==> src/psuhk_pkg.sv <==
// Package with timing constants, state encodings and register map of the sequencer.
package psuhk_pkg;

  localparam int unsigned CLK_HZ          = 20000000;
  localparam int unsigned CYC_PER_MS      = CLK_HZ / 1000;

  // Times in milliseconds as specified.
  localparam int unsigned GOOD_DLY_MIN_MS = 100;
  localparam int unsigned GOOD_DLY_MAX_MS = 500;
  localparam int unsigned GOOD_DLY_MS     = 200;
  localparam int unsigned WARN_MS         = 1;
  localparam int unsigned WARN_HOLD_MS    = 2;
  localparam int unsigned ON_TIME_MAX_MS  = 500;
  localparam int unsigned SB_TIME_MAX_MS  = 2000;
  localparam int unsigned RESTART_OFF_MS  = 1000;
  localparam int unsigned DEBOUNCE_MS     = 20;

  // Cycle counts derived from the clock rate.
  localparam int unsigned GOOD_DLY_CYC    = GOOD_DLY_MS * CYC_PER_MS;
  localparam int unsigned WARN_HOLD_CYC   = WARN_HOLD_MS * CYC_PER_MS;
  localparam int unsigned ON_TIME_CYC     = ON_TIME_MAX_MS * CYC_PER_MS;
  localparam int unsigned SB_TIME_CYC     = SB_TIME_MAX_MS * CYC_PER_MS;
  localparam int unsigned RESTART_CYC     = RESTART_OFF_MS * CYC_PER_MS;
  localparam int unsigned DEBOUNCE_CYC    = DEBOUNCE_MS * CYC_PER_MS;
  localparam int unsigned TACH_TMO_CYC    = 250 * CYC_PER_MS;

  localparam int unsigned CNT_W           = 26;

  // Register byte offsets.
  localparam logic [11:0] ADDR_CTRL       = 12'h000;
  localparam logic [11:0] ADDR_STATUS     = 12'h004;
  localparam logic [11:0] ADDR_FAN        = 12'h008;

  // Control register fields.
  localparam int unsigned CTRL_FAN_SEL    = 0;
  localparam int unsigned CTRL_FAULT_CLR  = 1;
  localparam logic [1:0]  CTRL_RESET      = 2'h0;

  // Fan drive levels.
  localparam logic [1:0]  FAN_OFF         = 2'h0;
  localparam logic [1:0]  FAN_MIN         = 2'h1;
  localparam logic [1:0]  FAN_THERMAL     = 2'h2;
  localparam logic [1:0]  FAN_MAX         = 2'h3;

  typedef enum logic [5:0] {
    ST_STANDBY = 6'b000001,
    ST_RAMP    = 6'b000010,
    ST_DELAY   = 6'b000100,
    ST_RUN     = 6'b001000,
    ST_WARN    = 6'b010000,
    ST_FAULT   = 6'b100000
  } psuhk_state_e;

endpackage

==> src/psuhk_deb_if.sv <==
// Interface between the sequencer and its input filter.
`timescale 1ns/1ps
interface psuhk_deb_if;
  logic raw;
  logic clean;
  modport filt (input raw, output clean);
  modport user (output raw, input clean);
endinterface

==> src/psuhk_debounce.sv <==
// Two-flop synchroniser followed by a stable-time filter.
`timescale 1ns/1ps
module psuhk_debounce #(
  parameter int unsigned STABLE_CYC = psuhk_pkg::DEBOUNCE_CYC,
  parameter logic        INIT       = 1'b1
) (
  // Clock and reset
  input wire logic   pclk,
  input wire logic   presetn,
  // Filtered signal
  psuhk_deb_if.filt  d
);

  typedef struct packed {
    logic                          s1;
    logic                          s2;
    logic                          clean;
    logic [psuhk_pkg::CNT_W-1:0]   cnt;
  } psuhk_deb_s;

  psuhk_deb_s st_r;
  psuhk_deb_s st_nxt;

  always_comb begin
    st_nxt    = st_r;
    st_nxt.s1 = d.raw;
    st_nxt.s2 = st_r.s1;
    // The output only follows after the input stayed put long enough.
    if (st_r.s2 == st_r.clean) begin
      st_nxt.cnt = '0;
    end else if (st_r.cnt >= psuhk_pkg::CNT_W'(STABLE_CYC - 1)) begin
      st_nxt.clean = st_r.s2;
      st_nxt.cnt   = '0;
    end else begin
      st_nxt.cnt = st_r.cnt + 1'b1;
    end
  end

  always_ff @(posedge pclk or negedge presetn) begin
    if (!presetn) begin
      st_r <= '{s1: INIT, s2: INIT, clean: INIT, cnt: '0};
    end else begin
      st_r <= st_nxt;
    end
  end

  assign d.clean = st_r.clean;

endmodule // psuhk_debounce

==> src/psuhk_seq.sv <==
// Housekeeping sequencer of the supply: rails, power good, faults and fans.
// Overview of operation
// - Power good high only with all main rails good and energy stored.
// - Power good low on any rail under voltage or input energy lost; only main_rails_ok is checked, not standby_rails_ok.
// - Power good rises 100 to 500 ms after rails reach regulation.
// - Power good falls at least 1 ms before rails are dropped; on output_fault both fall together, on main_rails_ok loss 2 cycles apart.
// - Sleep low disables main rails except aux, standby and digital 12 V.
// - Sleep high or open keeps outputs enabled; pin reads high open.
// - Sleep turns one fan off, the other to minimum speed, or to maximum on override.
// - Remote-on and sleep pair decoded into off, sleep, run, invalid.
// - Main outputs on when remote-on request low, off when high.
// - Auxiliary and standby rails on whenever AC is present.
// - Remote-on input is debounced against mechanical switch bounce.
// - Main rails must reach regulation within 500 ms of request.
// - Standby rails must regulate within 2 s of AC applied.
// - Latched fault clears only after fault gone and 1 s off cycle.
// - Fan override request forces the running fans to maximum speed; in sleep one fan stays off.
// - Fans are off in the remote-off state.
// - Tachometer output gives 2 pulses per fan revolution.
// - Locked rotor on any fan stops the tachometer output toggling.
// - Tachometer follows one fan but stops on a lock of either.
// - Supply works whether or not the tachometer is used.
`timescale 1ns/1ps
module psuhk_seq #(
  parameter int unsigned GOOD_DLY_CYC = psuhk_pkg::GOOD_DLY_CYC,
  parameter int unsigned WARN_CYC     = psuhk_pkg::WARN_HOLD_CYC,
  parameter int unsigned ON_TMO_CYC   = psuhk_pkg::ON_TIME_CYC,
  parameter int unsigned SB_TMO_CYC   = psuhk_pkg::SB_TIME_CYC,
  parameter int unsigned RESTART_CYC  = psuhk_pkg::RESTART_CYC,
  parameter int unsigned DEBOUNCE_CYC = psuhk_pkg::DEBOUNCE_CYC,
  parameter int unsigned TACH_TMO_CYC = psuhk_pkg::TACH_TMO_CYC
) (
  // Clock and reset
  input  wire logic        pclk,
  input  wire logic        presetn,
  // APB slave
  input  wire logic        psel,
  input  wire logic        penable,
  input  wire logic        pwrite,
  input  wire logic [11:0] paddr,
  input  wire logic [31:0] pwdata,
  output logic      [31:0] prdata,
  output logic             pready,
  output logic             pslverr,
  // System board pins
  input  wire logic        remote_on_request_n,
  input  wire logic        sleep_request_n,
  input  wire logic        fan_max_speed_request_n,
  output logic             power_good_out,
  output logic             fan_tach_out,
  output logic             fan_tach_oe,
  // Supply monitors
  input  wire logic        ac_ok,
  input  wire logic        energy_ok,
  input  wire logic        main_rails_ok,
  input  wire logic        standby_rails_ok,
  input  wire logic        output_fault,
  input  wire logic        fan_a_tach,
  input  wire logic        fan_b_tach,
  // Rail enables and fan drive
  output logic             main_rails_en,
  output logic             digital_12v_rail_en,
  output logic             standby_5v_rail_en,
  output logic             fan_a_drive_on,
  output logic [1:0]       fan_a_level,
  output logic             fan_b_drive_on,
  output logic [1:0]       fan_b_level
);

  localparam int W = psuhk_pkg::CNT_W;

  typedef struct packed {
    psuhk_pkg::psuhk_state_e st;
    logic [W-1:0]            tmr;
    logic [W-1:0]            off_tmr;
    logic                    off_done;
    logic [W-1:0]            sb_tmr;
    logic                    sb_late;
    logic                    on_late;
    logic                    fault_seen;
    logic [5:0]              sync;
    logic [3:0]              tach_d;
    logic [W-1:0]            lock_a_tmr;
    logic [W-1:0]            lock_b_tmr;
    logic                    tach_q;
    logic [1:0]              ctrl;
    logic [31:0]             rdata;
  } psuhk_seq_s;

  psuhk_seq_s   s_r;
  psuhk_seq_s   s_nxt;
  psuhk_deb_if  deb ();

  // Fan state is derived per fan, hence a small shared helper.
  function automatic logic lock_seen(input logic [W-1:0] t);
    return t >= W'(TACH_TMO_CYC);
  endfunction

  function automatic logic [W-1:0] bump(input logic [W-1:0] t);
    return (t == '1) ? t : t + 1'b1;
  endfunction

  psuhk_debounce #(
    .STABLE_CYC (DEBOUNCE_CYC),
    .INIT       (1'b1)
  ) u_on_filt (
    .pclk    (pclk),
    .presetn (presetn),
    .d       (deb.filt)
  );

  assign deb.raw = remote_on_request_n;

  // Synchronised pins: [1:0] sleep, [3:2] override, [5:4] first tach flops.
  // The tach second stages and their edge history live in tach_d.
  logic sleep_n_s;
  logic fanmax_n_s;
  logic on_req;
  logic sleep_req;
  logic invalid_pair;
  logic want_main;
  logic lock_any;
  logic wr_en;
  logic rd_en;

  assign sleep_n_s    = s_r.sync[1];
  assign fanmax_n_s   = s_r.sync[3];
  assign on_req       = ~deb.clean;
  assign sleep_req    = ~sleep_n_s;
  assign invalid_pair = ~on_req & sleep_req;
  assign want_main    = on_req & ~sleep_req & ac_ok;
  assign lock_any     = lock_seen(s_r.lock_a_tmr) |
                        lock_seen(s_r.lock_b_tmr);
  assign wr_en        = psel & penable & pwrite;
  assign rd_en        = psel & ~penable & ~pwrite;

  always_comb begin
    s_nxt      = s_r;
    s_nxt.sync = {fan_b_tach, s_r.sync[4], fan_max_speed_request_n,
                  s_r.sync[2], sleep_request_n, s_r.sync[0]};
    s_nxt.sync[4] = fan_a_tach;
    s_nxt.sync[0] = sleep_request_n;
    s_nxt.sync[1] = s_r.sync[0];
    s_nxt.sync[2] = fan_max_speed_request_n;
    s_nxt.sync[3] = s_r.sync[2];
    s_nxt.sync[5] = fan_b_tach;
    s_nxt.tach_d  = {s_r.tach_d[1:0], s_r.sync[5], s_r.sync[4]};

    // Off time for restart: request released or AC absent.
    if (!on_req || !ac_ok) begin
      s_nxt.off_tmr = bump(s_r.off_tmr);
      if (s_r.off_tmr >= W'(RESTART_CYC - 1)) begin
        s_nxt.off_done = 1'b1;
      end
    end else begin
      s_nxt.off_tmr = '0;
    end

    // Standby rail watchdog.
    if (!ac_ok) begin
      s_nxt.sb_tmr = '0;
    end else if (!standby_rails_ok) begin
      s_nxt.sb_tmr = bump(s_r.sb_tmr);
      if (s_r.sb_tmr >= W'(SB_TMO_CYC)) begin
        s_nxt.sb_late = 1'b1;
      end
    end

    s_nxt.tmr = bump(s_r.tmr);
    case (s_r.st)
      psuhk_pkg::ST_STANDBY: begin
        s_nxt.tmr = '0;
        if (want_main && !output_fault) begin
          s_nxt.st      = psuhk_pkg::ST_RAMP;
          s_nxt.on_late = 1'b0;
        end
      end
      psuhk_pkg::ST_RAMP: begin
        if (!want_main) begin
          s_nxt.st = psuhk_pkg::ST_STANDBY;
        end else if (main_rails_ok) begin
          s_nxt.st  = psuhk_pkg::ST_DELAY;
          s_nxt.tmr = '0;
        end else if (s_r.tmr >= W'(ON_TMO_CYC)) begin
          s_nxt.st      = psuhk_pkg::ST_FAULT;
          s_nxt.on_late = 1'b1;
        end
      end
      psuhk_pkg::ST_DELAY: begin
        if (!want_main) begin
          s_nxt.st = psuhk_pkg::ST_STANDBY;
        end else if (!main_rails_ok) begin
          s_nxt.st  = psuhk_pkg::ST_RAMP;
          s_nxt.tmr = '0;
        end else if (s_r.tmr >= W'(GOOD_DLY_CYC - 1) && energy_ok) begin
          s_nxt.st = psuhk_pkg::ST_RUN;
        end
      end
      psuhk_pkg::ST_RUN: begin
        // Good falls first; rails stay on through the warning time unless main_rails_ok is lost, which ends it after one cycle.
        if (!want_main || !energy_ok || !main_rails_ok) begin
          s_nxt.st  = psuhk_pkg::ST_WARN;
          s_nxt.tmr = '0;
        end
      end
      psuhk_pkg::ST_WARN: begin
        if (s_r.tmr >= W'(WARN_CYC - 1) || !main_rails_ok) begin
          s_nxt.st = psuhk_pkg::ST_STANDBY;
        end
      end
      psuhk_pkg::ST_FAULT: begin
        if (!output_fault && s_r.off_done && on_req && ac_ok) begin
          s_nxt.st = psuhk_pkg::ST_STANDBY;
        end
      end
      default: s_nxt.st = psuhk_pkg::ST_STANDBY;
    endcase

    // A fault during any powered state latches the supply off.
    if (output_fault && s_r.st != psuhk_pkg::ST_STANDBY) begin
      s_nxt.st = psuhk_pkg::ST_FAULT;
    end
    if (s_nxt.st == psuhk_pkg::ST_FAULT && s_r.st != psuhk_pkg::ST_FAULT) begin
      s_nxt.off_done   = 1'b0;
      s_nxt.off_tmr    = '0;
      s_nxt.fault_seen = 1'b1;
    end

    // Locked-rotor detection: no edge for too long on a running fan.
    if (!fan_a_drive_on || s_r.tach_d[0] != s_r.tach_d[2]) begin
      s_nxt.lock_a_tmr = '0;
    end else begin
      s_nxt.lock_a_tmr = bump(s_r.lock_a_tmr);
    end
    if (!fan_b_drive_on || s_r.tach_d[1] != s_r.tach_d[3]) begin
      s_nxt.lock_b_tmr = '0;
    end else begin
      s_nxt.lock_b_tmr = bump(s_r.lock_b_tmr);
    end
    // Fan A already gives 2 pulses per turn; freeze on any lock.
    if (!lock_any) begin
      s_nxt.tach_q = s_r.tach_d[0];
    end

    // APB register access.
    if (wr_en && paddr == psuhk_pkg::ADDR_CTRL) begin
      s_nxt.ctrl = pwdata[1:0];
    end
    if (wr_en && paddr == psuhk_pkg::ADDR_CTRL &&
        pwdata[psuhk_pkg::CTRL_FAULT_CLR] &&
        !(s_nxt.st == psuhk_pkg::ST_FAULT && s_r.st != psuhk_pkg::ST_FAULT)) begin
      s_nxt.fault_seen = 1'b0;
    end
    if (rd_en) begin
      if (paddr == psuhk_pkg::ADDR_CTRL) begin
        s_nxt.rdata = {30'h0, s_r.ctrl};
      end else if (paddr == psuhk_pkg::ADDR_STATUS) begin
        s_nxt.rdata = {18'h0, s_r.st, s_r.sb_late, s_r.on_late,
                       s_r.fault_seen, invalid_pair, sleep_req, on_req,
                       power_good_out, main_rails_en};
      end else if (paddr == psuhk_pkg::ADDR_FAN) begin
        s_nxt.rdata = {26'h0, lock_seen(s_r.lock_b_tmr),
                       lock_seen(s_r.lock_a_tmr), fan_b_level, fan_a_level};
      end else begin
        s_nxt.rdata = 32'h0000_0000;
      end
    end
  end

  always_ff @(posedge pclk or negedge presetn) begin
    if (!presetn) begin
      s_r       <= '0;
      s_r.st    <= psuhk_pkg::ST_STANDBY;
      s_r.sync  <= 6'h0F;
      s_r.ctrl  <= psuhk_pkg::CTRL_RESET;
    end else begin
      s_r <= s_nxt;
    end
  end

  logic unmapped;
  assign unmapped = paddr != psuhk_pkg::ADDR_CTRL &&
                    paddr != psuhk_pkg::ADDR_STATUS &&
                    paddr != psuhk_pkg::ADDR_FAN;
  assign pready  = 1'b1;
  assign pslverr = psel & penable & unmapped;
  assign prdata  = s_r.rdata;

  // Good only in RUN, which needs rails and energy good.
  assign power_good_out = (s_r.st == psuhk_pkg::ST_RUN) & main_rails_ok &
                          energy_ok;
  assign main_rails_en  = (s_r.st == psuhk_pkg::ST_RAMP ||
                           s_r.st == psuhk_pkg::ST_DELAY ||
                           s_r.st == psuhk_pkg::ST_RUN ||
                           s_r.st == psuhk_pkg::ST_WARN);
  assign digital_12v_rail_en = main_rails_en |
                               (on_req & sleep_req & ac_ok &
                                s_r.st != psuhk_pkg::ST_FAULT);
  assign standby_5v_rail_en  = ac_ok;

  // Open-collector output: drive low only, pull-up is off chip.
  assign fan_tach_out = 1'b0;
  assign fan_tach_oe  = ~s_r.tach_q;

  logic sleeping;
  logic fan_sel_b;
  logic [1:0] run_lvl;
  assign sleeping  = on_req & sleep_req & ac_ok;
  assign fan_sel_b = s_r.ctrl[psuhk_pkg::CTRL_FAN_SEL];
  assign run_lvl   = !fanmax_n_s ? psuhk_pkg::FAN_MAX :
                     psuhk_pkg::FAN_THERMAL;
  always_comb begin
    if (!main_rails_en && !sleeping) begin
      fan_a_level = psuhk_pkg::FAN_OFF;
      fan_b_level = psuhk_pkg::FAN_OFF;
    end else if (!main_rails_en) begin
      fan_a_level = fan_sel_b ? psuhk_pkg::FAN_OFF : psuhk_pkg::FAN_MIN;
      fan_b_level = fan_sel_b ? psuhk_pkg::FAN_MIN : psuhk_pkg::FAN_OFF;
      if (!fanmax_n_s) begin
        fan_a_level = fan_sel_b ? psuhk_pkg::FAN_OFF : psuhk_pkg::FAN_MAX;
        fan_b_level = fan_sel_b ? psuhk_pkg::FAN_MAX : psuhk_pkg::FAN_OFF;
      end
    end else begin
      fan_a_level = run_lvl;
      fan_b_level = run_lvl;
    end
  end
  assign fan_a_drive_on = fan_a_level != psuhk_pkg::FAN_OFF;
  assign fan_b_drive_on = fan_b_level != psuhk_pkg::FAN_OFF;

endmodule // psuhk_seq

==> config.mk <==
export PLATFORM = sky130hd
export DESIGN_NAME = psuhk_seq
export DESIGN_NICKNAME = d
export VERILOG_FILES = /design/src/psuhk_pkg.sv /design/src/psuhk_deb_if.sv /design/src/psuhk_debounce.sv /design/src/psuhk_seq.sv
export SDC_FILE = /design/constraint.sdc
export NUM_CORES = 1
export LEC_CHECK = 0
export BUFFER_PORTS_ARGS = -buffer_cell sky130_fd_sc_hd__buf_4
export CAP_MARGIN = 20
export CORE_MARGIN = 2
export CORE_UTILIZATION = 58
export CTS_CLUSTER_DIAMETER = 80
export CTS_CLUSTER_SIZE = 40
export DETAILED_ROUTE_END_ITERATION = 7
export PLACE_DENSITY_LB_ADDON = 0.3
export SLEW_MARGIN = 10
export SYNTH_ARGS = -nofsm -noshare
export SYNTH_HDL_FRONTEND = slang
export SYNTH_HIERARCHICAL = 1
export SYNTH_SLANG_ARGS = --single-unit
==> constraint.sdc <==
create_clock -name pclk -period 4.1 [get_ports pclk]
set_clock_uncertainty 0.2 [all_clocks]
set_input_delay 0.41 -clock pclk [delete_from_list [all_inputs] [get_ports pclk]]
set_output_delay 0.41 -clock pclk [all_outputs]
set_load 0.02 [all_outputs]
Yosys cells after proc, flatten, opt, wreduce, memory -nomap -nowiden:

Cells that the tools add are included.

* flip-flop bits (word level): 214
* bits in latches: 0
* memory bits (writable): 0
* bits in read-only memories: 0
* input port bits: 59
* logic and storage cells: 184
* memories: 0

* add/subtract/negate cells: 6
* $mul: 0
* div/mod/pow operators: 0
* order comparisons: 8
* eq/ne operators: 30
* shift operators: 0
* mux-type cells: 54
* bitwise logic cells: 22
* reductions and logical operators: 45

Operator list (count)
* two-way mux 26 bit: 15
* adder 26 x 1 -> 26 bit, second input constant: 6
* == test 26 bit, second input constant: 5
* case mux 26 bit (4 select lines): 1
* two-way mux 6 bit: 11
* two-way mux 27 bit: 2
* >= comparator 26 x 23 -> 1 bit, second input constant: 2
* case mux 6 bit (6 select lines): 1
* two-way mux 32 bit: 1
* two-way mux 14 bit: 2
* >= comparator 26 x 16 -> 1 bit, second input constant: 1
* >= comparator 26 x 19 -> 1 bit, second input constant: 1
* >= comparator 26 x 22 -> 1 bit, second input constant: 1
* >= comparator 26 x 24 -> 1 bit, second input constant: 1
* >= comparator 26 x 25 -> 1 bit, second input constant: 1
* >= comparator 26 bit, second input constant: 1
* two-way mux 2 bit: 8
* inequality test 2 bit, second input constant: 8
* bitwise AND 1 bit: 13
* logical AND 1 bit: 13
* == test 12 x 3 -> 1 bit, second input constant: 1
* == test 12 x 4 -> 1 bit, second input constant: 1
* == test 6 bit, second input constant: 2
* logical NOT 12 bit: 1
* 23 further kinds: 66

Depth between registers and ports, before layout:

Gate-level depths: netlist (run 1).

* depth after elaboration: 14
* mapped depth: 9
* gate-level depth less buffers: 8

Modules after synthesis:

The synthesis (run 1) kept the hierarchy.

By module, submodules not included
* psuhk_seq: instances 1, cells each 1010, area an instance 9281.4 um2, sequential area each 4185.3 um2
* psuhk_debounce: instances 1, cells each 110, area an instance 1231.2 um2, sequential area each 729.4 um2

Least setup slack after synthesis (run 1):

No wires, ideal clock.

* kind: reg2out
* from: register s_r[181] in the netlist's numbering
* to: output port fan_b_level[0]
* arrival time: 1.877 ns
* required time: 3.490 ns
* path slack: 1.613 ns
* stages on the path, launching flop included: 6
* buffers on the path: 2
* cells stage by stage: dfrtp_1 > clkbuf_1 > or4_1 > a211o_1 > buf_2 > mux2i_1

* longest elaborated chain between the ends: 7

RTL lines
* start, declared: RTL line psuhk_seq.sv:90 `psuhk_seq_s s_r;`
* start signal, assigned: RTL line psuhk_seq.sv:277 `s_r <= s_nxt;`
* == test 6 x 2 -> 1 bit / == test 6 x 3 -> 1 bit (equally long branches): RTL line psuhk_seq.sv:292, psuhk_seq.sv:293
* logical OR 1 bit: RTL line psuhk_seq.sv:292 `assign main_rails_en = (s_r.st == psuhk_pkg::ST_RAMP ||`
* logical OR 1 bit: RTL line psuhk_seq.sv:293 `s_r.st == psuhk_pkg::ST_DELAY ||`
* logical OR 1 bit *: RTL line psuhk_seq.sv:294 `s_r.st == psuhk_pkg::ST_RUN ||`
* logical NOT 1 bit
* logical AND 1 bit: RTL line psuhk_seq.sv:313 `if (!main_rails_en && !sleeping) begin`
* two-way mux 2 bit *: RTL line psuhk_seq.sv:313
* end, declared: RTL line psuhk_seq.sv:67 `output logic [1:0] fan_b_level`

Mark *: on every way between the ends. The rest lies on a longest branch, timed or not.

Worst setup path in the final report (run 1):

* from: register s_r[182] in the netlist's numbering
* to: output port fan_a_level[0]

* longest elaborated chain between the ends: 7

RTL lines
* == test 6 x 2 -> 1 bit / == test 6 x 3 -> 1 bit (equally long branches): RTL line psuhk_seq.sv:292, psuhk_seq.sv:293
* logical OR 1 bit: RTL line psuhk_seq.sv:292
* logical OR 1 bit: RTL line psuhk_seq.sv:293
* logical OR 1 bit *: RTL line psuhk_seq.sv:294
* logical NOT 1 bit
* logical AND 1 bit: RTL line psuhk_seq.sv:313
* two-way mux 2 bit *: RTL line psuhk_seq.sv:313
* end, declared: RTL line psuhk_seq.sv:65 `output logic [1:0] fan_a_level,`

Marks and branches as above.

==> results.py, run 1 <==
metrics = {
    "yosys": {
        "synthTopCellsByArea": "dfrtp_1, nor2_1, xor2_1",
        "synth_top_area_share_pct": 44.8,
        "synth_most_common_cell": "dfrtp_1",
        "yosysSeqAreaShare_pct": 46.8,
        "ys_types": 77,
        "synthCells": 1120,
        "synthTopCellsByCount": "dfrtp_1, nor2_1, nand2_1",
        "synth-async-reset-ratio_pct": 100,
        "synth_enable_flop_cells": 0,
        "synth_top_flop_cell": "dfrtp_1",
        "postSynthAreaPerCell_um2": 9.39,
        "netlist_area_um2": 10500,
        "synth_warnings": 6,
        "synth_area_leader_cell": "dfrtp_1",
        "ys_ff_latch": 196,
    },
    "sta": {
        "rsz0062_at_grt": "false",
        "fin_hold_ws_ns": 0.0203,
        "slew_headroom_pct": 25.3,
        "setup-tns-final_ns": 0,
        "min_period_ns": 3.10,
        "post-route-period-util_pct": 75.6,
        "max_freq_ghz": 0.323,
        "fin_ws_ns": 1.00,
        "setup_viol": 0,
        "final-hold-violation-count": 0,
        "drv_slew": 0,
        "worst-slew-pin-transition_ns": 1.11,
    },
    "drt": {
        "dr_total_vias": 8066,
        "drcViolationCount": 0,
        "drt-wirelength-per-cell_um": 15.3,
        "ant_nets": 0,
        "routed_via_density": 5.76,
        "wl_um": 21400,
        "drt-initial-drc-count": 624,
        "dr.pass1.iters": 5,
    },
    "clock_network": {
        "cts_buffers": 17,
        "clock_latency_ns": 0.44,
        "postCtsSetupRepairBufs": 0,
        "clk_pin_slew_ns": 0.07,
        "ctsLongestPathBuffers": 2,
        "cts_tree": "done",
        "cts_resized": 0,
        "htreeDepth": 4,
        "cts.sink_count": 196,
        "cts_root_buf": "clkbuf_16",
    },
    "floorplanning": {
        "io_pins": 105,
        "row_count": 49,
        "dieArea_um2": 19200,
        "core_um2": 17900,
        "die_w_um": 139,
        "die_height_um": 139,
        "start_util_pct": 58.7,
    },
    "final_layout": {
        "layout.nets": 1227,
        "final_cell_area_um2": 11500,
        "drive_gt1_share_pct": 10.7,
        "layout.cells.non_filler": 1400,
        "nFillCells": 1477,
        "syn_to_final_growth_pct": 9.74,
        "diodes": 0,
    },
    "global_routing": {
        "antenna_found_initial": 0,
        "first_global_vias": 7394,
        "grt_pass1_wl_um": 35900,
        "grt.total_usage_pct": 22.6,
        "grt_max_degree": 86,
        "grt_overflow": 0,
    },
    "placed_design": {
        "dp_worst_setup_slack_ns": 1.16,
        "place_hpwl_um": 14800,
        "routabilityCongestion": 0.951,
        "place_area_um2": 10900,
        "port_buffers": 54,
        "place_inst": 1361,
    },
    "worst_setup_path": {
        "path_cells": "or4_1 > a211o_1 > mux2i_1 > buf_4",
        "critPathRequiredTime_ns": 3.49,
        "rrSetupSlack_ns": 1.21,
        "critPathKind": "reg -> out",
        "slowest_delay_ns": 0.50,
        "cp-start-kind": "flop",
        "end_kind": "output port",
        "critPathSlowestCell": "or4_1",
        "critPathArrivalTime_ns": 2.49,
        "path_max_fanout": 12,
    },
    "power_and_ir_drop": {
        "p_leak_nw": 4.92,
        "ir_drop_mv": 0.317,
        "powerDensity_nw_per_um2": 371,
    },
    "flow_run": {
        "cap_violations": 0,
    },
    "hold_path": {
        "hold_path.class": "in -> reg",
    },
    "status": {
        "status": "complete, no violations",
    },
}
[worst max-delay path: cells and delay by family (launching register included)]
| family | cells | cell delay, ns |
|---|---|---|
| AO/OA/AOI/OAI | 1 | 0.46 |
| buffers and inverters | 1 | 0.21 |
| flip-flops | 1 | 0.48 |
| multiplexers | 1 | 0.39 |
| AND/OR/NAND/NOR | 1 | 0.50 |
[worst paths after layout]
path,from,end,cells after the start
min in group asynchronous,presetn,s_r[175],2
setup / recovery,s_r[182],fan_a_level[0],4
hold / removal,pwdata[0],fan_sel_b,2
max in group asynchronous,presetn,s_r[54],3
hold reg to reg,s_nxt[87],s_nxt[89],0
setup reg to reg,s_r[182],s_r[83],5
[cells in the final DEF, fill, tap and decap left out, types with 8 or more instances in the layout]
| cell type | synthesis | final |
|---|---|---|
| mux2i_1 | 9 | 9 |
| nor3_1 | 47 | 47 |
| a31oi_1 | 13 | 13 |
| nand2_1 | 86 | 86 |
| inv_1 | 37 | 37 |
| xnor2_1 | 58 | 58 |
| nor4_1 | 23 | 23 |
| and3_1 | 25 | 25 |
| nand4_1 | 40 | 40 |
| a21oi_1 | 23 | 23 |
| conb_1 | 3 | 27 |
| nand3_1 | 56 | 56 |
| clkbuf_16 | 0 | 17 |
| dfrtp_1 | 188 | 188 |
| and4_1 | 12 | 12 |
| xor2_1 | 65 | 65 |
| nor2_1 | 181 | 181 |
| a22o_1 | 8 | 8 |
| dfstp_2 | 8 | 8 |
| o21ai_0 | 19 | 19 |
| ha_1 | 10 | 10 |
| buf_4 | 36 | 56 |
[registers in the layout, summed over array words and instances, names as in the netlist]
signal,flops
prdata,14
s_nxt,6
s_r,145
u_on_filt/st_r,27
u_on_filt/st_nxt,1
fanmax_n_s,1
fan_sel_b,1
u_on_filt/d.clean,1
[cells by family (layout without fill, tap and decap cells)]
family                   count (synthesis)  count (layout)  share of synthesized area [%]
buffers and inverters                  107             134                           5.43
AO/OA/AOI/OAI                          131             131                           9.01
multiplexers                            12              12                           1.18
flip-flops                             196             196                           46.8
adder cells (fa/ha/maj)                 10              10                           1.19
XOR/XNOR                               123             123                           10.2
AND/OR/NAND/NOR                        538             538                           26.1
other                                    3              27                          0.107
[report_power, final]
| part | internal [mW] | leakage [nW] | switching (mW) | total, mW |
|---|---|---|---|---|
| Combinational | 0.205 | 2.01 | 0.322 | 0.527 |
| Clock | 0.809 | 0.269 | 0.770 | 1.58 |
| Sequential | 2.04 | 2.64 | 0.137 | 2.18 |
| Total | 3.06 | 4.92 | 1.23 | 4.29 |
[through the flow]
step                      utilization [%]  total power [mW]
after detailed placement             61.0              2.73
after global placement               61.0              2.71
after CTS                            64.4              4.31
after floorplan                         -              2.58
final                                64.4              4.29
after global routing                 64.4              4.49
[routing by layer]
metal | vias to the layer above | global-route usage [%] | part of all wire [%]
met4 | 0 | 7.39 | 2.1
met2 | 210 | 34.8 | 46
met3 | 28 | 4.59 | 4.7
met1 | 3871 | 32.7 | 47
met5 | - | 0 | 0
li1 | 3957 | - | -
[cell type report]
type / count / area (µm²) / share of cell area, %
multi-input cells: 841 / 5120 / 44.4
clock inverters: 14 / 115 / 0.998
inverters: 37 / 139 / 1.20
repair buffers: 65 / 524 / 4.54
clock buffers: 18 / 439 / 3.81
well taps: 229 / 287 / 2.48
flip-flops and latches: 196 / 4910 / 42.6
[what timing repair did]
action	in CTS	in global routing
hold buffers	7	0
hold endpoints to repair	88	0
endpoints found under the setup margin	0	0
No activity file was read; power rests on OpenSTA's default activity.
==> run 2: changes to the inputs <==
--- a/config.mk
+++ b/config.mk
@@ -8,7 +8,7 @@
 export BUFFER_PORTS_ARGS = -buffer_cell sky130_fd_sc_hd__buf_4
 export CAP_MARGIN = 20
 export CORE_MARGIN = 2
-export CORE_UTILIZATION = 58
+export CORE_UTILIZATION = 54
 export CTS_CLUSTER_DIAMETER = 80
 export CTS_CLUSTER_SIZE = 40
 export DETAILED_ROUTE_END_ITERATION = 7
==> constraint.sdc (replaced) <==
create_clock -name pclk -period 2.5 [get_ports pclk]
set_clock_uncertainty 0.2 [all_clocks]
set_input_delay 0.25 -clock pclk [delete_from_list [all_inputs] [get_ports pclk]]
set_output_delay 0.25 -clock pclk [all_outputs]
set_load 0.02 [all_outputs]
==> run 2 against run 1 <==
Against the previous run:
- the flow now finishes with violations (setup timing)
- cell count up 6.8%
- first-iteration DRC count fell by 5.3%
- sequential cell count did not move
- critical endpoint is now fan_b_level[0]
- largest power group unchanged
- highest routed layer unchanged
==> results.py, run 2 (synthesized netlist as in run 1, its figures left out) <==
metrics = {
    "hold_path": {
        "hold_path.class": "in -> reg",
        "hp-start": "paddr[2]",
        "holdPathStages": 4,
    },
    "global_routing": {
        "grt.total_usage_pct": 22.8,
        "first_global_vias": 7857,
        "antenna_found_initial": 0,
        "grt_pass1_wl_um": 37800,
        "grt_max_degree": 60,
        "grt_overflow": 0,
    },
    "placed_design": {
        "routabilityCongestion": 0.909,
        "port_buffers": 54,
        "dp_worst_setup_slack_ns": 0.0604,
        "place_hpwl_um": 15600,
        "place_area_um2": 11300,
    },
    "sta": {
        "final-hold-violation-count": 0,
        "setup_viol": 8,
        "rsz0062_at_grt": "true",
        "post-route-period-util_pct": 107,
        "slew_headroom_pct": 48.2,
        "fin_ws_ns": -0.187,
        "drv_slew": 0,
        "max_freq_ghz": 0.372,
        "min_period_ns": 2.69,
        "worst-slew-pin-transition_ns": 0.775,
    },
    "status": {
        "status": "finished, violations left",
        "violations": "setup timing",
    },
    "clock_network": {
        "clock_latency_ns": 0.44,
        "cts.sink_count": 196,
        "htreeDepth": 4,
        "ctsLongestPathBuffers": 2,
        "clk_pin_slew_ns": 0.08,
        "cts_root_buf": "clkbuf_16",
        "cts_tree": "done",
        "cts_buffers": 17,
    },
    "worst_setup_path": {
        "reg2regPathDepth": 7,
        "end_kind": "output port",
        "critPathRequiredTime_ns": 2.05,
        "cp-start-kind": "flop",
        "critPathKind": "reg -> out",
        "startpoint": "s_r[181]",
        "critPathArrivalTime_ns": 2.24,
        "path_max_fanout": 6,
        "r2r_start": "s_r[180]",
    },
    "drt": {
        "dr_total_vias": 8436,
        "ant_nets": 0,
        "drt-initial-drc-count": 591,
        "drcViolationCount": 0,
        "drt-wirelength-per-cell_um": 15.3,
        "routed_via_density": 5.64,
        "wl_um": 22800,
        "dr.pass1.iters": 5,
    },
    "final_layout": {
        "drive_gt1_share_pct": 16.3,
        "final_cell_mix": "dfrtp_1, nor2_1, buf_4, nand2_1, xor2_1",
        "layout.nets": 1286,
        "diodes": 0,
        "final_common_cell": "dfrtp_1",
        "final_cell_area_um2": 12300,
        "nFillCells": 1603,
        "syn_to_final_growth_pct": 17.2,
        "largest-register": "s_r",
        "largest_register_ffs": 145,
    },
    "power_and_ir_drop": {
        "ir_drop_mv": 0.650,
        "seqPwrFrac_pct": 48.4,
        "powerDensity_nw_per_um2": 598,
        "p_comb_share_pct": 13.6,
        "power.internal_mw": 5.23,
        "p_leak_nw": 5.29,
        "swShare_pct": 28.9,
        "power.total_mw": 7.36,
        "clkPwrFrac_pct": 38.0,
        "p_sw_mw": 2.13,
    },
    "floorplanning": {
        "io_pins": 105,
        "row_count": 51,
        "start_util_pct": 54.6,
        "core_um2": 19300,
        "dieArea_um2": 20600,
        "die_w_um": 144,
        "die_height_um": 144,
    },
    "flow_run": {
        "cap_violations": 0,
    },
}
run 2: changes by cell type in the layout (fill, tap and decap cells not counted), moves of 3 or more:
cell,delta
buf_12,+5
clkinv_8,+3
dlygate4sd3_1,+7
buf_4,+40
nor3_1,-3
buf_6,+6
nand2_1,-3
run 2: what timing repair did:
item | in CTS | in global routing
pin swaps | 2 | 1
gates resized for setup | 19 | 21
endpoints found under the setup margin | 9 | 60
hold buffers | 14 | 0
setup buffers | 6 | 4
endpoints found under the hold margin | 72 | 0
run 2: stage by stage:
step / hold WS [ns] / cells / utilization, % / TNS, ns
6_report: 0.0610 / 1495 / 63.9 / -1.11
5_1_grt: 0.0961 / 1495 / 63.9 / -2.49
4_1_cts: 0.0611 / 1491 / 63.3 / -1.08
3_5_place_dp: 0.0745 / 1439 / 58.8 / 0
3_3_place_gp: 0.0645 / 1439 / 58.8 / 0
2_1_floorplan: -0.246 / 1144 / - / 0
run 2: worst paths after layout:
kind,endpoint,slack (ns)
min,prdata[0],0.06
max in group asynchronous,s_r[82],1.28
max reg2reg,s_r[127],0.04
max,fan_b_level[0],-0.19
min reg2reg,fanmax_n_s,0.16
min in group asynchronous,s_r[153],0.15
run 2: layout make-up:
type                            instances  area [µm²]  share of cell area (%)
Tap cell                              265         332                    2.69
Clock inverter                         14         168                    1.36
Clock buffer                           18         439                    3.56
Timing Repair Buffer                  124        1080                    8.74
Multi-Input combinational cell        841        5250                    42.6
Sequential cell                       196        4920                    39.9
Inverter                               37         139                    1.13
run 2: metal layers:
metal,part of all wire [%],vias to the layer above,GRT usage [%]
met5,0,-,0
met4,1.8,0,7.38
met3,4.0,35,3.77
met2,47,191,35.6
met1,47,4133,32.7
li1,-,4077,-
run 2: power by group through the flow:
stage | combinational (mW) | sequential, mW | clock, mW
finish | 0.998 | 3.57 | 2.80
detailed placement | 0.940 | 3.61 | 0
global placement | 0.910 | 3.61 | 0
CTS | 0.974 | 3.56 | 2.86
floorplan | 0.688 | 3.54 | 0
global route | 1.12 | 3.59 | 2.98
run 2: critical path, cell delays in order, from the launching register on:
cell and delay, ns:
dfrtp_1 0.40, or4_4 0.52, a211o_4 0.38, buf_8 0.15, mux2i_4 0.20, buf_6 0.15
